[src/hdl/mbia_pkg.sv]
`default_nettype none
// ****************************************************************
// Shared constants for the microword branch and immediate ALU.
// ****************************************************************
package mbia_pkg;
  // Microword field positions.
  localparam int OP_MSB = 31;
  localparam int OP_LSB = 27;
  localparam int FN_MSB = 26;
  localparam int FN_LSB = 23;
  localparam int CND_MSB = 22;
  localparam int CND_LSB = 18;
  localparam int SP_MSB = 17;
  localparam int SP_LSB = 12;
  localparam int DST_MSB = 11;
  localparam int DST_LSB = 8;
  localparam int SRC_MSB = 7;
  localparam int SRC_LSB = 4;
  // Data field of immediate words, in the low half.
  localparam int DAT_MSB = 15;
  localparam int DAT_LSB = 0;
  // Short target field of branch words.
  localparam int ADR_MSB = 5;
  localparam int ADR_LSB = 0;
  // Width of the short target field; a block is 64 words.
  localparam int SHORT_W = 6;
  // Opcode encodings (arbitrary assignment).
  localparam logic [4:0] IMM_OP = 5'h06;
  localparam logic [4:0] JUMP_IF_TRUE_OP = 5'h10;
  localparam logic [4:0] JUMP_IF_FALSE_OP = 5'h11;
  localparam logic [4:0] CALL_IF_TRUE_OP = 5'h12;
  localparam logic [4:0] CALL_IF_FALSE_OP = 5'h13;
  localparam logic [4:0] RETURN_IF_TRUE_OP = 5'h14;
  localparam logic [4:0] RETURN_IF_FALSE_OP = 5'h15;
  localparam logic [4:0] SPECIAL_IF_TRUE_OP = 5'h16;
  localparam logic [4:0] SPECIAL_IF_FALSE_OP = 5'h17;
  // Immediate ALU function codes.
  localparam logic [3:0] FN_ADD = 4'h0;
  localparam logic [3:0] FN_XNOR = 4'h1;
  localparam logic [3:0] FN_XOR = 4'h2;
  localparam logic [3:0] FN_AND = 4'h3;
  localparam logic [3:0] FN_NAND = 4'h4;
  localparam logic [3:0] FN_IOR = 4'h5;
  localparam logic [3:0] FN_INOR = 4'h6;
  // Values after reset.
  localparam logic [15:0] RESET_ADDR = 16'h0000;
  localparam logic [3:0] RESET_SP = 4'h0;
endpackage
`default_nettype wire

[src/hdl/mbia_core.sv]
`default_nettype none
// ****************************************************************
// Microword decoder, immediate ALU and microsequencer.
// ****************************************************************
module mbia_core #(
  parameter int ADDR_W = 16,
  parameter int DATA_W = 16,
  parameter int STACK_DEPTH = 16,
  parameter int SP_W = 4
) (
  // Clock and reset.
  input wire logic clock,
  input wire logic rst_n,
  // Microword from the control store.
  input wire logic [31:0] microword,
  input wire logic word_valid,
  // Condition inputs selected by the condition field.
  input wire logic [31:0] conditions,
  // Source register value read from the register store.
  input wire logic [DATA_W-1:0] source_data,
  // Microaddress towards the control store.
  output logic [ADDR_W-1:0] micro_addr,
  // Register store read select and write port.
  output logic [3:0] source_sel,
  output logic [3:0] dest_sel,
  output logic [DATA_W-1:0] dest_data,
  output logic dest_write,
  // Special microorder strobe.
  output logic [5:0] special_code,
  output logic special_fire,
  // Stack state.
  output logic [SP_W-1:0] stack_ptr
);

  // ****************************************************************
  // Decode
  // ****************************************************************

  // Fields of the current microword.
  logic [4:0] opcode;
  logic [3:0] func;
  logic [4:0] cond_sel;
  logic [DATA_W-1:0] literal;
  localparam int SHORT_W_L = mbia_pkg::SHORT_W;
  logic [SHORT_W_L-1:0] short_target_field;
  // Selected condition and taken flags.
  logic cond;
  logic polarity_ok;
  logic is_jump;
  logic is_call;
  logic is_ret;
  logic is_spec;
  logic take_jump;
  logic take_call;
  logic take_ret;
  // Sequencer next values.
  logic [ADDR_W-1:0] addr_plus1;
  logic [ADDR_W-1:0] block_target;
  logic [ADDR_W-1:0] next_addr;
  // Return stack storage.
  logic [ADDR_W-1:0] stack_mem [STACK_DEPTH];

  assign opcode = microword[mbia_pkg::OP_MSB:mbia_pkg::OP_LSB];
  assign func = microword[mbia_pkg::FN_MSB:mbia_pkg::FN_LSB];
  assign cond_sel = microword[mbia_pkg::CND_MSB:mbia_pkg::CND_LSB];
  // The literal sits in the data field of an immediate word.
  assign literal = DATA_W'(microword[mbia_pkg::DAT_MSB:mbia_pkg::DAT_LSB]);
  assign short_target_field = microword[mbia_pkg::ADR_MSB:mbia_pkg::ADR_LSB];
  assign cond = conditions[cond_sel];
  // Odd codes of each pair take the false polarity.
  assign polarity_ok = opcode[0] ? !cond : cond;
  assign is_jump = (opcode == mbia_pkg::JUMP_IF_TRUE_OP) ||
                   (opcode == mbia_pkg::JUMP_IF_FALSE_OP);
  assign is_call = (opcode == mbia_pkg::CALL_IF_TRUE_OP) ||
                   (opcode == mbia_pkg::CALL_IF_FALSE_OP);
  assign is_ret = (opcode == mbia_pkg::RETURN_IF_TRUE_OP) ||
                  (opcode == mbia_pkg::RETURN_IF_FALSE_OP);
  assign is_spec = (opcode == mbia_pkg::SPECIAL_IF_TRUE_OP) ||
                   (opcode == mbia_pkg::SPECIAL_IF_FALSE_OP);
  // Jumps, calls and returns take effect only on a polarity match.
  assign take_jump = word_valid && is_jump && polarity_ok;
  assign take_call = word_valid && is_call && polarity_ok;
  assign take_ret = word_valid && is_ret && polarity_ok;

  // ****************************************************************
  // Immediate ALU
  // ****************************************************************

  // Computes the immediate function result.
  function automatic logic [DATA_W-1:0] imm_alu(input logic [3:0] f,
      input logic [DATA_W-1:0] a, input logic [DATA_W-1:0] b);
    unique case (f)
      mbia_pkg::FN_ADD: imm_alu = a + b;
      mbia_pkg::FN_XNOR: imm_alu = ~(a ^ b);
      mbia_pkg::FN_XOR: imm_alu = a ^ b;
      mbia_pkg::FN_AND: imm_alu = a & b;
      mbia_pkg::FN_NAND: imm_alu = ~(a & b);
      mbia_pkg::FN_IOR: imm_alu = a | b;
      mbia_pkg::FN_INOR: imm_alu = ~(a | b);
      default: imm_alu = a;
    endcase
  endfunction

  // Source select goes straight out so the store can read it.
  assign source_sel = microword[mbia_pkg::SRC_MSB:mbia_pkg::SRC_LSB];

  // Registers the destination write of an immediate word.
  always_ff @(posedge clock or negedge rst_n) begin
    if (!rst_n) begin
      dest_write <= 1'b0;
      dest_sel <= 4'h0;
      dest_data <= '0;
    end else begin
      // Only valid immediate words with a known function write.
      dest_write <= word_valid && (opcode == mbia_pkg::IMM_OP) &&
                    (func <= mbia_pkg::FN_INOR);
      dest_sel <= microword[mbia_pkg::DST_MSB:mbia_pkg::DST_LSB];
      dest_data <= imm_alu(func, source_data, literal);
    end
  end

  // ****************************************************************
  // Conditional special
  // ****************************************************************

  // Fires the special field only on a polarity match.
  always_ff @(posedge clock or negedge rst_n) begin
    if (!rst_n) begin
      special_fire <= 1'b0;
      special_code <= 6'h00;
    end else begin
      special_fire <= word_valid && is_spec && polarity_ok;
      special_code <= microword[mbia_pkg::SP_MSB:mbia_pkg::SP_LSB];
    end
  end

  // ****************************************************************
  // Sequencer
  // ****************************************************************

  assign addr_plus1 = ADDR_W'(micro_addr + 1'b1);
  // Short target replaces only the low bits of the next address.
  assign block_target = {addr_plus1[ADDR_W-1:SHORT_W_L], short_target_field};

  // Chooses the next microaddress.
  always_comb begin
    next_addr = micro_addr;
    if (word_valid) begin
      next_addr = addr_plus1;
    end
    if (take_jump || take_call) begin
      next_addr = block_target;
    end else if (take_ret) begin
      next_addr = stack_mem[SP_W'(stack_ptr - 1'b1)];
    end
  end

  // Holds the microaddress.
  always_ff @(posedge clock or negedge rst_n) begin
    if (!rst_n) begin
      micro_addr <= mbia_pkg::RESET_ADDR[ADDR_W-1:0];
    end else begin
      micro_addr <= next_addr;
    end
  end

  // Moves the stack pointer on calls and returns.
  always_ff @(posedge clock or negedge rst_n) begin
    if (!rst_n) begin
      stack_ptr <= SP_W'(mbia_pkg::RESET_SP);
    end else if (take_call) begin
      stack_ptr <= SP_W'(stack_ptr + 1'b1);
    end else if (take_ret) begin
      stack_ptr <= SP_W'(stack_ptr - 1'b1);
    end
  end

  // Writes the return address on a taken call.
  always_ff @(posedge clock) begin
    if (take_call) begin
      stack_mem[stack_ptr] <= addr_plus1;
    end
  end
endmodule
`default_nettype wire

[config.mk]
export PLATFORM = sky130hd
export DESIGN_NAME = mbia_core
export DESIGN_NICKNAME = d
export VERILOG_FILES = /design/src/hdl/mbia_pkg.sv /design/src/hdl/mbia_core.sv
export SDC_FILE = /design/constraint.sdc
export NUM_CORES = 1
export LEC_CHECK = 0
export BUFFER_PORTS_ARGS = -buffer_cell sky130_fd_sc_hd__buf_2
export CAP_MARGIN = 10
export CORE_ASPECT_RATIO = 1.2
export CORE_MARGIN = 8
export CORE_UTILIZATION = 60
export CTS_CLUSTER_SIZE = 20
export DETAILED_ROUTE_END_ITERATION = 10
export PLACE_DENSITY_LB_ADDON = 0.2
export SYNTH_ARGS = -nofsm -noshare
export SYNTH_HDL_FRONTEND = slang
export SYNTH_SLANG_ARGS = --single-unit
[constraint.sdc]
create_clock -name clock -period 5.2 [get_ports clock]
set_input_delay 0.78 -clock clock [delete_from_list [all_inputs] [get_ports clock]]
set_output_delay 0.78 -clock clock [all_outputs]
set_load 0.01 [all_outputs]
After elaboration in Yosys (flattened, before gate mapping) --
Memory sizes are Yosys's and may differ from the RTL's. Cells that the tools add are included.
Word-level totals: bits in writable memories 256, flip-flop bits (word level) 48, word-level logic and storage cells 65, memories 1, output and inout port bits 52, input bits 83
Cells by class: reductions and logical operators 19, bitwise logic cells 6, mux-type cells 11, add/sub/neg operators 4, order comparisons 2, equal/unequal tests 15
Memory list:
- stack_mem | depth 16, width 16, rd ports 1, clocked after memory_dff 0, write ports 1, line mbia_core.sv:61 | logic [ADDR_W-1:0] stack_mem [STACK_DEPTH];
Operator list (count):
- 16-bit one-hot mux with 7 select lines | 1
- 16-bit two-way mux | 3
- 16-bit NOT | 3
- 5-bit == test, second input constant | 8
- 16-bit by 1-bit adder with 16-bit output, second input constant | 1
- 16-bit adder | 1
- 16-bit AND | 1
- 16-bit OR | 1
- 16-bit bitwise XOR | 1
- 4-bit by 3-bit == test with 1-bit output, second input constant | 3
- 1-bit logical AND | 10
- 4-bit by 2-bit == test with 1-bit output, second input constant | 2
- 4-bit two-way mux | 2
- 5-bit by 6-bit less-than comparator with 1-bit output, second input constant | 1
- 1-bit binary-select mux with 5-bit select | 1
- 5-bit by 3-bit == test with 1-bit output, second input constant | 1
- 1-bit logical OR | 5
- 4-bit by 1-bit adder with 4-bit output, second input constant | 1
- 4-bit by 1-bit == test with 1-bit output, second input constant | 1
- 4-bit by 3-bit <= comparator with 1-bit output, second input constant | 1
- 4-bit zero test | 1
- 1-bit two-way mux | 4
- 4-bit by 1-bit subtractor with 4-bit output, second input constant | 1
- 3-bit nonzero test | 1
- other kinds (2) | 2

Longest topological paths before layout --
depth in word-level cells 7, mapped depth 12, depth with buffers taken out 9

Worst setup path after synthesis --
Ideal clock, no wire load.
path kind input -> register, from input microword[18], to memory stack_mem[0][0], enable pin, cell stages on the path 8, buffers on the path 1, arrival 3.982 ns, setup time 0.409 ns, path slack 0.808 ns, data required time 4.791 ns, cells stage by stage buf_4 mux4_2 mux4_2 a211oi_4 mux2i_1 nor2_4 nand2_1 nor3_1
On the way: longest elaborated chain between the ends 7
RTL lines:
- start, declared | line mbia_core.sv:15 | input wire logic [31:0] microword,
- 1-bit binary-select mux with 5-bit select * | line mbia_core.sv:69 | assign cond = conditions[cond_sel];
- 1-bit two-way mux (not written as such) * | line mbia_core.sv:69
- 1-bit zero test | line mbia_core.sv:71 | assign polarity_ok = opcode[0] ? !cond : cond;
- 1-bit two-way mux * | line mbia_core.sv:71
- 1-bit logical AND * | line mbia_core.sv:82 | assign take_call = word_valid && is_call && polarity_ok;
- 1-bit two-way mux * | line mbia_core.sv:180 | if (take_call) begin
- 1-bit two-way mux (not written as such) * | line mbia_core.sv:181 | stack_mem[stack_ptr] <= addr_plus1;
- end, declared | line mbia_core.sv:61
Mark *: on every way between the ends. The rest lies on a longest branch, timed or not. The select of a mux whose other input is x is not followed.

Worst setup path in the final report --
from input microword[18], to memory stack_mem[12][15], enable pin
The elaborated chain is that of the path after synthesis.

==> results by group <==
Final layout
  – Synthesis-to-layout area growth: 13.9%
  – Fin cells: 1396
  – Share of cells above drive strength 1: 29.7%
  – Filler Cell Count: 1581
  – Fin nets: 1183

Synth
  – Synth warn: 0
  – Synth Area per Inst: 15.4 sq um
  – Netlist Area Pre-Place: 0.0142 sq mm
  – Synth Area in Simple Gates: 5.79%
  – Compound-cell area share of the yosys netlist: 8.79%
  – Area leader, netlist: edfxtp_1
  – Post-synth ARST share: 15.8%
  – Post-synthesis adder-cell area fraction: 3.43%
  – Area share of the largest cell type after synthesis: 54.1%
  – Predominant post-synthesis flop cell: edfxtp_1
  – #FFs+latches synth: 304
  – Synth Area in XOR/XNOR: 1.60%
  – Sequential fraction of the synthesis area: 62.6%
  – Synth unique cells: 69
  – Post-synth EDFFs: 256
  – Mux contribution to synthesized area: 14.7%
  – Synth area leaders: edfxtp_1 (54%), mux4_2 (14%), dfrtp_1 (8.5%), ha_1 (3.4%), a21oi_1 (1.5%)
  – Combinational family with the most area after synthesis: multiplexers
  – Synth Instances: 925
  – Mapped Nets: 1047

Worst setup path
  – CP Data Required Time: 5.35 ns
  – CP Cell Sequence: buf_2, mux4_2, mux4_2, a211oi_4, mux2i_1, nor2_4, nand2_1, nor2_2
  – Crit path depth: 8
  – CP Max Fanout: 16
  – Crit path launch: microword[18]
  – FF-to-FF Start: stack_ptr[0]
  – Crit path to: stack_mem[12][15]
  – Worst R2R Setup Slack: 1.39 ns
  – Crit Path Category: primary input to register
  – Crit path launch type: primary input
  – Critical-path top delay cell: nor2_2
  – CP top delay family: simple AND/OR/NAND/NOR gates
  – Worst setup EP type: register
  – Most frequent cell on the critical path: mux4_2
  – CP bufs+invs: 1
  – CP arrival: 4.14 ns
  – Worst r2r path cells: 7
  – RR Endpoint: micro_addr[10]
  – Critical Path Max Stage Delay: 0.92 ns

Clock tree
  – CTS tree: yes
  – Postcts setup bufs: 0
  – Cts bufs inserted: 28
  – Hold-fix buffers, CTS: 0
  – Post-CTS Resized: 0
  – Max clock buf depth: 3
  – Clk Latency, worst-skew pair: 0.56 ns
  – CTS clk-pin slew, worst paths: 0.07 ns
  – Clock root cell: clkbuf_16
  – TritonCTS Sinks: 304
  – H-tree levels: 1

Power and ir drop
  – Maximum VDD drop: 328 uV
  – Tot Pwr: 7.78 mW
  – Clock power share: 24.4%
  – Leak: 5.95 nW
  – Combinational share of power: 33.6%
  – Flop pwr share: 42.1%
  – Switching power: 2.57 mW
  – Internal power: 5.21 mW
  – Power Dens Cells: 481 mW/mm^2
  – Sw Ratio: 33.0%

Timing
  – Final hold vios: 0
  – RSZ-0062 raised after global routing: no
  – Fmax: 251 MHz
  – Fin crit share: 76.6%
  – Slew HR: 22.6%
  – # setup viols final: 0
  – Final sum of negative setup slack: 0 ns
  – Count of final max-slew check failures: 0
  – Actual transition at the worst max-transition pin: 1.16 ns
  – Clock Skews: 0.0233 ns
  – Final worst path period need: 3.98 ns

Routing
  – DR vias/cell: 6.42
  – Total wire length: 35.6 mm
  – WL/cell: 25.5 um
  – DRC: 0
  – DRT iter0 DRCs: 771
  – Pre-antenna DRT Iters: 5
  – Antenna viol nets, final: 0
  – Via count: 8967

GRT
  – Initial antenna violation count: 0
  – Gr ovfl total: 0
  – Largest net degree at the start of global routing: 41
  – First-pass GRT wire length: 54.6 mm
  – Tot GR Track Use: 25.1%
  – Vias in the first global route: 9023

Run
  – Max Cap Viol: 0

Die
  – Core Footprint: 0.0232 sq mm
  – Die H: 185 um
  – Initial core utilization: 61.2%
  – Die ar.: 0.0289 sq mm
  – Std-Cell Rows: 61
  – # IOs: 135
  – Die width: 156 um

Placement
  – Placer Congestion: 0.946
  – Port bufs: 134
  – Detailed Place HPWL: 24.2 mm
  – # placed instances: 1346

Run status
  – Status: finished, final reports clean

Hold path
  – Min-delay worst type: primary input to async pin
## cell type report
cell class | instances | area [sq um] | share of cell area [%]
flip-flops and latches | 304 | 8890 | 55.0
multi-input cells | 517 | 5000 | 30.9
repair buffers | 160 | 866 | 5.35
clock buffers | 36 | 751 | 4.64
well taps | 315 | 394 | 2.44
inverters | 50 | 188 | 1.16
clock inverters | 13 | 86.3 | 0.534
diodes | 1 | 2.50 | 0.0155
## per-layer routing
layer,vias up,global-route usage (%),share of wire (%)
met2,457,42.8,50
met5,-,0,0
met1,4510,32.3,39
met4,0,8.16,2.8
li1,3928,-,-
met3,72,4.52,8.7
## metrics by stage
step	setup slack [ns]	util (%)	cell area (sq um)	hold WS (ns)
after floorplan	0.808	-	14200	0.484
after global placement	0.774	66.1	15300	0.586
after detailed placement	0.669	66.1	15300	0.588
after CTS	1.23	69.7	16200	0.274
after global routing	1.08	69.7	16200	0.293
final	1.22	69.7	16200	0.267
## Yosys cell counts (all sizes together) (13+ instances only)
cell type / number
nor3: 18
mux4: 86
mux2i: 13
nor2: 42
xnor2: 15
buf: 21
o22ai: 15
nand2: 37
dfrtp: 48
a21oi: 44
o21ai: 35
ha: 39
inv: 49
clkbuf: 33
edfxtp: 256
nor2b: 13
nand3: 19
## worst min-delay path by stage
stage | from | end | depth (start not counted)
after floorplan | rst_n | dest_data[0] | 0
after global placement | micro_addr[2] | micro_addr[2] | 1
after detailed placement | micro_addr[2] | micro_addr[2] | 1
after CTS | rst_n | micro_addr[9] | 1
after global routing | rst_n | micro_addr[9] | 1
final | rst_n | dest_data[7] | 1
## power groups by stage
stage          combinational (mW)  clock (mW)  sequential [mW]
6_report                     2.61        1.90             3.27
3_5_place_dp                 2.59           0             3.33
3_3_place_gp                 2.56           0             3.32
5_1_grt                      2.77        2.01             3.30
2_1_floorplan                1.72           0             3.22
4_1_cts                      2.63        1.92             3.28
## registers in the layout (all words and copies together) (netlist names)
signal	cells
dest_data	16
dest_sel	4
dest_write	1
micro_addr	16
special_code	6
special_fire	1
stack_mem	256
stack_ptr	4
## placed cells by master, fill, tap and decap left out, drive strengths merged, types with 3 or more instances in the layout
cell     count
edfxtp     256
buf        160
mux4        86
inv         51
dfrtp       48
a21oi       44
nor2        42
ha          39
nand2       37
clkbuf      36
o21ai       35
nand3       19
nor3        18
o22ai       15
xnor2       15
nor2b       13
mux2i       13
a211oi      12
xor2        11
and3        10
a221oi      10
clkinv      10
nor3b        6
o221ai       6
a22o         6
a31oi        6
a21o         5
o31ai        5
a32oi        5
a22oi        4
o211ai       4
nand2b       4
or2          3
and2         3
o2bb2ai      3
nor4         3
## kinds of logic (layout without fill, tap and decap cells)
group                      count (synthesis)  in the layout
DFF                                      304            304
AOI/OAI and AO/OA                        185            185
and+or+nand+nor                          166            166
buffers and inverters                    104            259
muxes                                    101            101
adders and majority gates                 39             39
xor gates and xnor gates                  26             26
other                                      0              1
Power figures use the tool's default switching activity.
